--- src/verilog/macc_pkg.sv ---
// Constants, types and register map of the math accelerator
//
// Overview of operation
// (RULE_01) Operation chosen by operand access order only
// (RULE_02) 32/16 divide: 32b quotient, 36 clocks
// (RULE_03) 16/16 divide: 16b quotient, 24 clocks
// (RULE_04) Multiply: B lsb,msb, A lsb,msb, read A
// (RULE_05) Divide: dividend into A, divisor into B
// (RULE_06) Two-byte dividend forms shorter divide sequence
// (RULE_07) Quotient from A msb first, remainder from B
// (RULE_08) Shift: four A bytes, control write, 36 clocks
// (RULE_09) Normalize: zero count, read mantissa and exponent
// (RULE_10) Busy flag set while running, cleared after
// (RULE_11) Unrelated register accesses leave sequence undisturbed
// (RULE_12) Out-of-order access corrupts; clearing busy restarts
// (RULE_13) Multiply and divide results added into accumulator
// (RULE_14) Accumulator reachable only while its flag clear
// (RULE_15) Five accumulator writes load it lsb first
// (RULE_16) Five accumulator reads return it msb first
// (RULE_17) Busy set on final operand byte; results held
// (RULE_18) Shift count and direction from control fields
package macc_pkg;
  localparam logic [7:0] ADDR_SHIFT_CTRL = 8'hd1;
  localparam logic [7:0] ADDR_CTRL_STATUS = 8'hd2;
  localparam logic [7:0] ADDR_PORT_A = 8'hd3;
  localparam logic [7:0] ADDR_PORT_B = 8'hd4;
  localparam logic [7:0] ADDR_ACC = 8'hd5;
  localparam int BUSY_BIT = 7;
  localparam int ACC_FLAG_BIT = 6;
  localparam int DIR_BIT = 0;
  localparam int CNT_W = 5;
  localparam logic [5:0] CYC_DIV32 = 6'h24;
  localparam logic [5:0] CYC_DIV16 = 6'h18;
  localparam logic [5:0] CYC_MUL = 6'h18;
  localparam logic [5:0] CYC_SHNORM = 6'h24;
  localparam logic [5:0] ITER_DIV32 = 6'h20;
  localparam logic [5:0] ITER_DIV16 = 6'h10;
  localparam logic [4:0] EXP_MAX = 5'h1f;
  localparam logic [2:0] ACC_LSB_IDX = 3'h0;
  localparam logic [2:0] ACC_MSB_IDX = 3'h4;
  localparam logic [1:0] PTR_MSB32 = 2'h3;
  localparam logic [1:0] PTR_MSB16 = 2'h1;
  typedef enum logic [3:0] {
    OP_MUL = 4'h1,
    OP_DIV32 = 4'h2,
    OP_DIV16 = 4'h4,
    OP_SHNORM = 4'h8
  } macc_op_t;
  typedef enum logic [12:0] {
    ST_IDLE = 13'h0001,
    ST_A1 = 13'h0002,
    ST_A2 = 13'h0004,
    ST_A3 = 13'h0008,
    ST_A4 = 13'h0010,
    ST_DB1 = 13'h0020,
    ST_MB1 = 13'h0040,
    ST_MB2 = 13'h0080,
    ST_MA1 = 13'h0100,
    ST_RUN = 13'h0200,
    ST_RDA = 13'h0400,
    ST_RDB = 13'h0800,
    ST_ERR = 13'h1000
  } macc_state_t;
endpackage

--- src/verilog/macc_div.sv ---
// Iterative restoring divider, one quotient bit per clock
`timescale 1ns/10ps
module macc_div (
  input wire logic clk_in,
  input wire logic reset_n_in,
  input wire logic start_in,
  input wire logic short_in,
  input wire logic [31:0] dividend_in,
  input wire logic [15:0] divisor_in,
  output logic [31:0] quot_out,
  output logic [15:0] rem_out
);
  logic [31:0] quo_q, quo_d;
  logic [15:0] rem_q, rem_d, dsr_q, dsr_d;
  logic [5:0] cnt_q, cnt_d;
  logic [16:0] trial, diff;

  always_comb begin
    quo_d = quo_q;
    rem_d = rem_q;
    dsr_d = dsr_q;
    cnt_d = cnt_q;
    trial = {rem_q, quo_q[31]};
    diff = trial - {1'b0, dsr_q};
    if (start_in) begin
      // Short dividend is pre-shifted so both sizes share one datapath
      quo_d = short_in ? {dividend_in[15:0], 16'h0000} : dividend_in; // RULE_06
      rem_d = 16'h0000;
      dsr_d = divisor_in;
      cnt_d = short_in ? macc_pkg::ITER_DIV16 : macc_pkg::ITER_DIV32;
    end else if (cnt_q != 6'h00) begin
      // Zero divisor gives no trap; 16/16 quotient is all ones, 32/16 low half is the inverted dividend msbs
      rem_d = diff[16] ? trial[15:0] : diff[15:0];
      quo_d = {quo_q[30:0], ~diff[16]};
      cnt_d = cnt_q - 6'h01;
    end
  end

  always_ff @(posedge clk_in or negedge reset_n_in) begin
    if (!reset_n_in) begin
      quo_q <= 32'h00000000;
      rem_q <= 16'h0000;
      dsr_q <= 16'h0000;
      cnt_q <= 6'h00;
    end else begin
      quo_q <= quo_d;
      rem_q <= rem_d;
      dsr_q <= dsr_d;
      cnt_q <= cnt_d;
    end
  end

  assign quot_out = quo_q;
  assign rem_out = rem_q;
endmodule

--- src/verilog/macc_shn.sv ---
// Barrel shift and iterative normalize unit
`timescale 1ns/10ps
module macc_shn (
  input wire logic clk_in,
  input wire logic reset_n_in,
  input wire logic start_in,
  input wire logic norm_in,
  input wire logic left_in,
  input wire logic [4:0] count_in,
  input wire logic [31:0] data_in,
  output logic [31:0] data_out,
  output logic [4:0] exp_out
);
  logic [31:0] val_q, val_d;
  logic [4:0] exp_q, exp_d;
  logic act_q, act_d;

  always_comb begin
    val_d = val_q;
    exp_d = exp_q;
    act_d = act_q;
    if (start_in) begin
      exp_d = 5'h00;
      act_d = norm_in;
      if (norm_in) begin
        val_d = data_in;
      end else begin
        val_d = left_in ? (data_in << count_in) : (data_in >> count_in); // RULE_18
      end
    end else if (act_q) begin
      // Zero input stops at the largest exponent
      if (val_q[31] || exp_q == macc_pkg::EXP_MAX) begin // RULE_09
        act_d = 1'b0;
      end else begin
        val_d = {val_q[30:0], 1'b0};
        exp_d = exp_q + 5'h01;
      end
    end
  end

  always_ff @(posedge clk_in or negedge reset_n_in) begin
    if (!reset_n_in) begin
      val_q <= 32'h00000000;
      exp_q <= 5'h00;
      act_q <= 1'b0;
    end else begin
      val_q <= val_d;
      exp_q <= exp_d;
      act_q <= act_d;
    end
  end

  assign data_out = val_q;
  assign exp_out = exp_q;
endmodule

--- src/verilog/macc_top.sv ---
// Math accelerator with 40-bit accumulator on the special register port
`timescale 1ns/10ps
module macc_top (
  input wire logic clk_in,
  input wire logic reset_n_in,
  input wire logic [7:0] sfr_addr_in,
  input wire logic sfr_wr_in,
  input wire logic sfr_rd_in,
  input wire logic [7:0] sfr_wdata_in,
  output logic [7:0] sfr_rdata_out
);
  macc_pkg::macc_state_t state_q, state_d;
  macc_pkg::macc_op_t op_q, op_d;
  logic [31:0] opa_q, opa_d, res_q, res_d;
  logic [15:0] opb_q, opb_d, rem_q, rem_d;
  logic [39:0] acc_q, acc_d;
  logic [4:0] shcnt_q, shcnt_d;
  logic dir_q, dir_d;
  logic [5:0] cyc_q, cyc_d;
  logic [1:0] ptr_q, ptr_d;
  logic [2:0] widx_q, widx_d, ridx_q, ridx_d;
  logic [7:0] rdata_q, rdata_d;
  logic wr_a, wr_b, rd_a, rd_b, wr_acc, rd_acc, wr_sh, wr_ctl;
  logic busy, acc_flag, start, loading, clear;
  logic [31:0] div_q, shn_data;
  logic [15:0] div_r;
  logic [4:0] shn_exp;
  logic [31:0] product;

  assign wr_a = sfr_wr_in && sfr_addr_in == macc_pkg::ADDR_PORT_A;
  assign wr_b = sfr_wr_in && sfr_addr_in == macc_pkg::ADDR_PORT_B;
  assign rd_a = sfr_rd_in && sfr_addr_in == macc_pkg::ADDR_PORT_A;
  assign rd_b = sfr_rd_in && sfr_addr_in == macc_pkg::ADDR_PORT_B;
  assign wr_acc = sfr_wr_in && sfr_addr_in == macc_pkg::ADDR_ACC;
  assign rd_acc = sfr_rd_in && sfr_addr_in == macc_pkg::ADDR_ACC;
  assign wr_sh = sfr_wr_in && sfr_addr_in == macc_pkg::ADDR_SHIFT_CTRL;
  assign wr_ctl = sfr_wr_in && sfr_addr_in == macc_pkg::ADDR_CTRL_STATUS;
  assign clear = wr_ctl && !sfr_wdata_in[macc_pkg::BUSY_BIT];
  assign busy = state_q == macc_pkg::ST_RUN || state_q == macc_pkg::ST_ERR; // RULE_10
  assign acc_flag = state_q == macc_pkg::ST_RUN && op_q != macc_pkg::OP_SHNORM;
  assign loading = state_q inside {macc_pkg::ST_A1, macc_pkg::ST_A2, macc_pkg::ST_A3,
    macc_pkg::ST_A4, macc_pkg::ST_DB1, macc_pkg::ST_MB1, macc_pkg::ST_MB2, macc_pkg::ST_MA1};
  assign start = state_d == macc_pkg::ST_RUN && state_q != macc_pkg::ST_RUN;
  assign product = opa_q[15:0] * opb_q;

  macc_div u_div (
    .clk_in(clk_in),
    .reset_n_in(reset_n_in),
    .start_in(start && op_d != macc_pkg::OP_MUL && op_d != macc_pkg::OP_SHNORM),
    .short_in(op_d == macc_pkg::OP_DIV16),
    .dividend_in(opa_d),
    .divisor_in(opb_d),
    .quot_out(div_q),
    .rem_out(div_r)
  );

  macc_shn u_shn (
    .clk_in(clk_in),
    .reset_n_in(reset_n_in),
    .start_in(start && op_d == macc_pkg::OP_SHNORM),
    .norm_in(shcnt_d == 5'h00),
    .left_in(dir_q),
    .count_in(shcnt_d),
    .data_in(opa_d),
    .data_out(shn_data),
    .exp_out(shn_exp)
  );

  // Sequencer: the operation follows from the access order alone
  always_comb begin
    state_d = state_q;
    op_d = op_q;
    opa_d = opa_q;
    opb_d = opb_q;
    cyc_d = cyc_q;
    ptr_d = ptr_q;
    res_d = res_q;
    rem_d = rem_q;
    acc_d = acc_q;
    shcnt_d = shcnt_q;
    dir_d = dir_q;
    widx_d = widx_q;
    ridx_d = ridx_q;
    if (wr_sh) begin
      shcnt_d = sfr_wdata_in[macc_pkg::CNT_W-1:0]; // RULE_18
    end
    if (wr_ctl) begin
      dir_d = sfr_wdata_in[macc_pkg::DIR_BIT];
    end
    unique case (state_q)
      macc_pkg::ST_IDLE, macc_pkg::ST_RDA, macc_pkg::ST_RDB: begin
        if (wr_a) begin // RULE_01
          opa_d[7:0] = sfr_wdata_in;
          state_d = macc_pkg::ST_A1;
        end else if (wr_b) begin
          opb_d[7:0] = sfr_wdata_in; // RULE_04
          state_d = macc_pkg::ST_MB1;
        end else if (state_q == macc_pkg::ST_RDA && rd_a) begin
          ptr_d = ptr_q - 2'h1; // RULE_07
          if (ptr_q == 2'h0) begin
            state_d = op_q == macc_pkg::OP_DIV32 || op_q == macc_pkg::OP_DIV16 ?
              macc_pkg::ST_RDB : macc_pkg::ST_IDLE;
            ptr_d = macc_pkg::PTR_MSB16;
          end
        end else if (state_q == macc_pkg::ST_RDB && rd_b) begin
          ptr_d = ptr_q - 2'h1; // RULE_07
          if (ptr_q == 2'h0) begin
            state_d = macc_pkg::ST_IDLE;
          end
        end else if ((state_q == macc_pkg::ST_RDA && rd_b) ||
                     (state_q == macc_pkg::ST_RDB && rd_a)) begin
          state_d = macc_pkg::ST_ERR; // RULE_12
        end
      end
      macc_pkg::ST_A1: begin
        // Only port strobes are decoded here, other addresses pass by
        if (wr_a) begin // RULE_11
          opa_d[15:8] = sfr_wdata_in; // RULE_05
          state_d = macc_pkg::ST_A2;
        end else if (wr_b || rd_a || rd_b) begin
          state_d = macc_pkg::ST_ERR;
        end
      end
      macc_pkg::ST_A2: begin
        if (wr_a) begin
          opa_d[23:16] = sfr_wdata_in;
          state_d = macc_pkg::ST_A3;
        end else if (wr_b) begin
          opa_d[31:16] = 16'h0000; // RULE_06
          opb_d[7:0] = sfr_wdata_in;
          op_d = macc_pkg::OP_DIV16;
          state_d = macc_pkg::ST_DB1;
        end else if (rd_a || rd_b) begin
          state_d = macc_pkg::ST_ERR;
        end
      end
      macc_pkg::ST_A3: begin
        if (wr_a) begin
          opa_d[31:24] = sfr_wdata_in;
          state_d = macc_pkg::ST_A4;
        end else if (wr_b || rd_a || rd_b) begin
          state_d = macc_pkg::ST_ERR;
        end
      end
      macc_pkg::ST_A4: begin
        if (wr_b) begin
          opb_d[7:0] = sfr_wdata_in; // RULE_05
          op_d = macc_pkg::OP_DIV32;
          state_d = macc_pkg::ST_DB1;
        end else if (wr_sh) begin
          op_d = macc_pkg::OP_SHNORM; // RULE_08
          cyc_d = macc_pkg::CYC_SHNORM;
          state_d = macc_pkg::ST_RUN;
        end else if (wr_a || rd_a || rd_b) begin
          state_d = macc_pkg::ST_ERR;
        end
      end
      macc_pkg::ST_DB1: begin
        if (wr_b) begin
          opb_d[15:8] = sfr_wdata_in; // RULE_17
          cyc_d = op_q == macc_pkg::OP_DIV32 ? macc_pkg::CYC_DIV32 : macc_pkg::CYC_DIV16;
          state_d = macc_pkg::ST_RUN;
        end else if (wr_a || rd_a || rd_b) begin
          state_d = macc_pkg::ST_ERR;
        end
      end
      macc_pkg::ST_MB1: begin
        if (wr_b) begin
          opb_d[15:8] = sfr_wdata_in;
          state_d = macc_pkg::ST_MB2;
        end else if (wr_a || rd_a || rd_b) begin
          state_d = macc_pkg::ST_ERR;
        end
      end
      macc_pkg::ST_MB2: begin
        if (wr_a) begin
          opa_d = {24'h000000, sfr_wdata_in};
          state_d = macc_pkg::ST_MA1;
        end else if (wr_b || rd_a || rd_b) begin
          state_d = macc_pkg::ST_ERR;
        end
      end
      macc_pkg::ST_MA1: begin
        if (wr_a) begin
          opa_d[15:8] = sfr_wdata_in; // RULE_04
          op_d = macc_pkg::OP_MUL;
          cyc_d = macc_pkg::CYC_MUL;
          state_d = macc_pkg::ST_RUN;
        end else if (wr_b || rd_a || rd_b) begin
          state_d = macc_pkg::ST_ERR;
        end
      end
      macc_pkg::ST_RUN: begin
        cyc_d = cyc_q - 6'h01;
        if (cyc_q == 6'h01) begin
          state_d = macc_pkg::ST_RDA; // RULE_10
          ptr_d = op_q == macc_pkg::OP_DIV16 ? macc_pkg::PTR_MSB16 : macc_pkg::PTR_MSB32;
          rem_d = div_r;
          unique case (op_q)
            macc_pkg::OP_MUL: begin
              res_d = product;
              acc_d = acc_q + {8'h00, product}; // RULE_13
            end
            macc_pkg::OP_SHNORM: begin
              res_d = shn_data;
              if (shcnt_q == 5'h00) begin
                shcnt_d = shn_exp; // RULE_09
              end
            end
            default: begin
              res_d = div_q; // RULE_02 RULE_03
              acc_d = acc_q + {8'h00, div_q}; // RULE_13
            end
          endcase
        end
      end
      macc_pkg::ST_ERR: begin
      end
    endcase
    // Accumulator port, refused while its flag is set
    if (!acc_flag && (wr_acc || rd_acc)) begin // RULE_14
      if (loading) begin
        state_d = macc_pkg::ST_ERR; // RULE_12
      end else if (wr_acc) begin
        acc_d[{widx_q, 3'b000} +: 8] = sfr_wdata_in; // RULE_15
        widx_d = widx_q == macc_pkg::ACC_MSB_IDX ? macc_pkg::ACC_LSB_IDX : widx_q + 3'h1;
        ridx_d = macc_pkg::ACC_MSB_IDX;
      end else begin
        ridx_d = ridx_q == macc_pkg::ACC_LSB_IDX ? macc_pkg::ACC_MSB_IDX : ridx_q - 3'h1;
        widx_d = macc_pkg::ACC_LSB_IDX; // RULE_16
      end
    end
    if (clear) begin
      state_d = macc_pkg::ST_IDLE; // RULE_12
      widx_d = macc_pkg::ACC_LSB_IDX;
      ridx_d = macc_pkg::ACC_MSB_IDX;
    end
  end

  // Read data is registered, so results stay put until read
  always_comb begin
    rdata_d = rdata_q;
    if (sfr_rd_in) begin
      rdata_d = 8'h00;
      unique case (sfr_addr_in)
        macc_pkg::ADDR_SHIFT_CTRL: rdata_d = {3'h0, shcnt_q}; // RULE_09
        macc_pkg::ADDR_CTRL_STATUS: begin
          rdata_d[macc_pkg::BUSY_BIT] = busy; // RULE_10
          rdata_d[macc_pkg::ACC_FLAG_BIT] = acc_flag; // RULE_14
          rdata_d[macc_pkg::DIR_BIT] = dir_q;
        end
        macc_pkg::ADDR_PORT_A: begin
          if (state_q == macc_pkg::ST_RDA) begin
            rdata_d = res_q[{ptr_q, 3'b000} +: 8]; // RULE_07 RULE_17
          end
        end
        macc_pkg::ADDR_PORT_B: begin
          if (state_q == macc_pkg::ST_RDB) begin
            rdata_d = rem_q[{ptr_q[0], 3'b000} +: 8];
          end
        end
        macc_pkg::ADDR_ACC: begin
          if (!acc_flag) begin
            rdata_d = acc_q[{ridx_q, 3'b000} +: 8]; // RULE_16
          end
        end
        default: rdata_d = 8'h00;
      endcase
    end
  end

  always_ff @(posedge clk_in or negedge reset_n_in) begin
    if (!reset_n_in) begin
      state_q <= macc_pkg::ST_IDLE;
      op_q <= macc_pkg::OP_MUL;
      opa_q <= 32'h00000000;
      opb_q <= 16'h0000;
      res_q <= 32'h00000000;
      rem_q <= 16'h0000;
      acc_q <= 40'h0000000000;
      shcnt_q <= 5'h00;
      dir_q <= 1'b0;
      cyc_q <= 6'h00;
      ptr_q <= 2'h0;
      widx_q <= macc_pkg::ACC_LSB_IDX;
      ridx_q <= macc_pkg::ACC_MSB_IDX;
      rdata_q <= 8'h00;
    end else begin
      state_q <= state_d;
      op_q <= op_d;
      opa_q <= opa_d;
      opb_q <= opb_d;
      res_q <= res_d;
      rem_q <= rem_d;
      acc_q <= acc_d;
      shcnt_q <= shcnt_d;
      dir_q <= dir_d;
      cyc_q <= cyc_d;
      ptr_q <= ptr_d;
      widx_q <= widx_d;
      ridx_q <= ridx_d;
      rdata_q <= rdata_d;
    end
  end

  assign sfr_rdata_out = rdata_q;

  // Helper: cycles spent in the run state
  logic [8:0] run_cnt_q;
  always_ff @(posedge clk_in or negedge reset_n_in) begin
    if (!reset_n_in) begin
      run_cnt_q <= 9'h000;
    end else begin
      run_cnt_q <= state_q == macc_pkg::ST_RUN ? run_cnt_q + 9'h001 : 9'h000;
    end
  end
  // Nonzero run count in the result phase means the run ended last cycle
  logic done;
  assign done = state_q == macc_pkg::ST_RDA && run_cnt_q != 9'h000;

  property p_div32_time;
    @(posedge clk_in) disable iff (!reset_n_in)
    done && op_q == macc_pkg::OP_DIV32 |-> run_cnt_q == 9'h024;
  endproperty
  a_div32_time: assert property (p_div32_time) else $error("div32 time wrong"); // RULE_02
  property p_div16_time;
    @(posedge clk_in) disable iff (!reset_n_in)
    done && op_q == macc_pkg::OP_DIV16 |-> run_cnt_q == 9'h018;
  endproperty
  a_div16_time: assert property (p_div16_time) else $error("div16 time wrong"); // RULE_03
  property p_mul_result;
    @(posedge clk_in) disable iff (!reset_n_in)
    done && op_q == macc_pkg::OP_MUL |-> res_q == opa_q[15:0] * opb_q && run_cnt_q == 9'h018;
  endproperty
  a_mul_result: assert property (p_mul_result) else $error("product wrong"); // RULE_04
  property p_div_result;
    @(posedge clk_in) disable iff (!reset_n_in)
    done && op_q == macc_pkg::OP_DIV32 && opb_q != 16'h0000 |->
      {16'h0000, res_q} * {32'h00000000, opb_q} + {32'h00000000, rem_q} == {16'h0000, opa_q}
      && rem_q < opb_q;
  endproperty
  a_div_result: assert property (p_div_result) else $error("quotient wrong"); // RULE_05
  property p_accumulate;
    @(posedge clk_in) disable iff (!reset_n_in)
    done && op_q != macc_pkg::OP_SHNORM |-> acc_q == $past(acc_q) + {8'h00, res_q};
  endproperty
  a_accumulate: assert property (p_accumulate) else $error("accumulate missed"); // RULE_13
  property p_busy_set;
    @(posedge clk_in) disable iff (!reset_n_in)
    state_q == macc_pkg::ST_DB1 && wr_b |=> busy [*8];
  endproperty
  a_busy_set: assert property (p_busy_set) else $error("busy not held"); // RULE_17
  property p_clear;
    @(posedge clk_in) disable iff (!reset_n_in)
    clear |=> state_q == macc_pkg::ST_IDLE && !busy;
  endproperty
  a_clear: assert property (p_clear) else $error("clear did not restart"); // RULE_12
  property p_ignore;
    @(posedge clk_in) disable iff (!reset_n_in)
    loading && (sfr_wr_in || sfr_rd_in) && !(wr_a || wr_b || rd_a || rd_b || wr_acc ||
      rd_acc || wr_ctl || (wr_sh && state_q == macc_pkg::ST_A4)) |=> $stable(state_q);
  endproperty
  a_ignore: assert property (p_ignore) else $error("unrelated access disturbed"); // RULE_11
  property p_acc_read;
    @(posedge clk_in) disable iff (!reset_n_in)
    rd_acc && !acc_flag && ridx_q == macc_pkg::ACC_MSB_IDX && !loading
      |=> sfr_rdata_out == $past(acc_q[39:32]);
  endproperty
  a_acc_read: assert property (p_acc_read) else $error("acc msb read wrong"); // RULE_16
endmodule

--- config.mk ---
export PLATFORM = sky130hd
export DESIGN_NAME = macc_top
export DESIGN_NICKNAME = d
export VERILOG_FILES = /design/src/verilog/macc_pkg.sv /design/src/verilog/macc_div.sv /design/src/verilog/macc_shn.sv /design/src/verilog/macc_top.sv
export SDC_FILE = /design/constraint.sdc
export NUM_CORES = 2
export LEC_CHECK = 0
export ABC_CLOCK_PERIOD_IN_PS = 11000
export BUFFER_PORTS_ARGS = -buffer_cell sky130_fd_sc_hd__buf_2
export CORE_AREA = 2 2 210 366
export CTS_CLUSTER_SIZE = 30
export DETAILED_ROUTE_END_ITERATION = 8
export DIE_AREA = 0 0 212 368
export PLACE_DENSITY = 0.59
export SLEW_MARGIN = 10
export SYNTH_ARGS = -nofsm -noshare
export SYNTH_HDL_FRONTEND = slang
export SYNTH_SLANG_ARGS = --single-unit
--- constraint.sdc ---
create_clock -name clk_in -period 11 [get_ports clk_in]
set_input_delay 1.1 -clock clk_in [delete_from_list [all_inputs] [get_ports clk_in]]
set_output_delay 1.1 -clock clk_in [all_outputs]
set_load 0.03 [all_outputs]
==> reports/metrics.yaml <==
status: "finished clean"
avgSynthCellArea_um2: 8.26
drive_above_1_share_pct: 7.34
cts_buffers: 31
grt_pass1_vias: 28000
hold_buffers: 0
grt_max_degree: 95
ys_ff_latch: 289
via_count: 27900
reg2regPathDepth: 30
critPathMostFrequentCell: "fa_1"
portBuffers: 27
hold_path_class: "in -> async"
die_h_um: 368
wirelength_um: 123000
synth_warnings: 0
vdd_drop_max_mv: 0.104
routed_via_density: 6.14
io_pins: 28
path_buf_inv: 3
drt-pass1-iter-count: 6
p_leak_uw: 0.0146
antenna_found_initial: 2
p_sw_share_pct: 41.2
ant_nets: 0
power_uw: 4050
synthFlopType: "dfrtp_1"
async_flop_share_pct: 100
ff2ff_setup_slack_ns: 1.50
cts.sinks: 289
cp.required_ns: 11.54
area_growth_pct: 7.30
synth-edff-count: 0
dr.first_iter.drc_count: 2816
critical_path_arrival_ns: 10.04
post_cts.repair.setup_buffers: 0
fin_skew_ns: 0.0275
fin_crit_sh_pct: 86.4
synth_fp_nets: 3975
cts_max_level: 1
final_hold_viol_count: 0
cts_tree: "done"
cp_max_fo: 21
drv_cap: 0
switching_power_uw: 1670
fin_nets: 3886
die_area_um2: 78000
fin_crit_ns: 9.50
hpwl_um: 93900
seq_area_frac_synth_pct: 24.4
gp_congestion: 1.01
clockBufferDepth: 3
tns_ns: 0
grt_remaining_overflow: 0
slew_headroom_pct: 13.8
cp_slowest_cell: "dfrtp_1"
seq_power_share_pct: 33.1
tightest_slew_ns: 1.26
routedWlPerCell_um: 27.1
synthCells: 3597
rows: 133
die_w_um: 212
ys_types: 82
p_per_area_nw_per_um2: 127
timing.rr.end: "acc_q[39]$_DFF_PN0_"
comb_power_share_pct: 40.5
drc: 0
critPathTopFamily: "adder cells"
initial_core_util_pct: 39.6
setup_viol: 0
start_kind: "flip-flop"
p_int_uw: 2380
grt_usage_pct: 31.6
synth_area_um2: 29700
fmax_mhz: 105
rsz0062_at_grt: "false"
clk_pin_slew_ns: 0.08
r2r_start: "opa_q[6]$_DFF_PN0_"
cp.depth: 30
setup.worst_path.start: "opa_q[6]$_DFF_PN0_"
maxSlewViolCount: 0
fillers: 7626
cts_resized: 0
critical_path_class: "reg -> reg"
endpoint_kind: "flip-flop"
core-area_um2: 75100
cts-root-buf: "clkbuf_16"
clkPwrFrac_pct: 26.4
clk_latency_ns: 0.62
grt_pass1_wl_um: 182000
worst_path_largest_cell_delay_ns: 1.00
endpoint: "acc_q[39]$_DFF_PN0_"
## stage by stage
step	instance area (um2)	hold WS [ns]	util, %	setup WS, ns	instances
finish	31900	0.471	42.5	1.50	4542
global route	31900	0.498	42.5	0.987	4540
global placement	30900	0.457	41.2	1.70	4487
floorplan	29700	0.445	-	2.77	3597
CTS	31900	0.479	42.5	1.59	4540
detailed placement	30900	0.462	41.2	1.57	4487
## cell families (layout without fill, tap and decap cells)
family                     after synthesis  count (layout)  share of synthesized area (%)
and+or+nand+nor                       1292            1292                           20.2
AOI/OAI and AO/OA                      855             855                           18.4
buffers and inverters                  526             457                           6.73
adders and majority gates              358             358                           20.0
DFF                                    289             289                           24.4
muxes                                  206             206                           8.14
xor gates and xnor gates                71              71                           2.09
other                                    0               2                              0
## worst min-delay path by stage
stage,to,slack [ns],cells after the start
2_1_floorplan,rem_q[3]$_DFFE_PN0P_,0.45,2
3_3_place_gp,rem_q[4]$_DFFE_PN0P_,0.46,2
3_5_place_dp,rem_q[1]$_DFFE_PN0P_,0.46,2
4_1_cts,rem_q[1]$_DFFE_PN0P_,0.48,2
5_1_grt,rem_q[7]$_DFFE_PN0P_,0.50,2
6_report,u_shn.data_out[16]$_DFFE_PN0P_,0.47,1
## cell usage in the layout (no fill, tap or decap), types with 16 or more instances in the layout
master     netlist  routed
nor4_1          21      21
inv_1          300     300
nand2_1        505     505
dfrtp_1        286     286
o21ai_0        209     208
o211ai_1        21      21
mux2_2          35      35
a22oi_1         16      16
nor2_1         296     293
mux2i_1        146     144
o22ai_1         69      69
xnor2_1         49      48
a31oi_1         58      58
a221oi_1        21      21
or3_1           25      24
nor3_1          76      74
o21a_1          24      24
mux4_2          22      22
a21o_1          38      38
clkbuf_16        0      31
xor2_1          22      22
and3_1          43      43
a211oi_1        50      50
nand3_1         70      70
ha_1           162     162
nand2b_1        22      22
fa_1           196     196
a221o_1         18      18
and2_1         133     133
a21oi_1        195     194
buf_2           10      26
buf_4            1      74
## routing by layer
layer  track usage (%)  vias up  part of all wire, %  wire (um)
met2              53.8     1316                   49      60100
li1                  -    12300                    -          -
met3              4.49      497                  6.2       7630
met1              34.1    13700                   35      42600
met4              27.2        0                   10      12800
met5                 0        -                    0          0
## state kept, by name (all words and copies together) (netlist names), 5 cells and up
| name | cells |
|---|---|
| state_q | 13 |
| sfr_rdata_out | 8 |
| u_shn.data_out | 32 |
| acc_q | 40 |
| opa_q | 32 |
| u_shn.exp_out | 5 |
| res_q | 32 |
| opb_q | 16 |
| shcnt_q | 5 |
| u_div.cnt_q | 6 |
| u_div.rem_out | 16 |
| u_div.quot_out | 32 |
| rem_q | 16 |
| cyc_q | 6 |
| u_div.dsr_q | 16 |
## power by group through the flow
stage / sequential, uW / clock (uW) / combinational (uW)
floorplan: 1280 / 0 / 1140
finish: 1340 / 1070 / 1640
global route: 1360 / 1110 / 1790
global placement: 1350 / 0 / 1610
detailed placement: 1350 / 0 / 1610
CTS: 1330 / 1080 / 1620
## synth_stat cells (18+ instances only)
library cell	instances	area, um2
o21ai_0	209	1050
a221o_1	18	180
xor2_1	22	193
ha_1	162	2030
or3_1	25	156
nand2b_1	22	138
o211ai_1	21	158
o22ai_1	69	432
a31oi_1	58	363
dfrtp_1	286	7160
and2_1	133	832
nor4_1	21	131
nand2_1	505	1900
a21oi_1	195	976
mux2i_1	146	1460
nor3_1	76	380
nand3_1	70	350
inv_1	300	1130
fa_1	196	3920
a211oi_1	50	375
and3_1	43	269
a21o_1	38	285
xnor2_1	49	429
mux4_2	22	495
o21a_1	24	180
mux2_2	35	394
nor2_1	296	1110
a221oi_1	21	184
clkbuf_1	202	758
## area by class of cell
type	count	area [um2]	share of cell area [%]
clock buffers	48	940	2.95
well taps	1012	1270	3.97
inverters	303	1140	3.58
flip-flops and latches	289	7240	22.7
clock inverters	5	31.3	0.0981
repair buffers	101	701	2.20
diodes	2	5.00	0.0157
multi-input cells	2782	20600	64.5
Note: power is estimated with default switching activity, not from simulation.
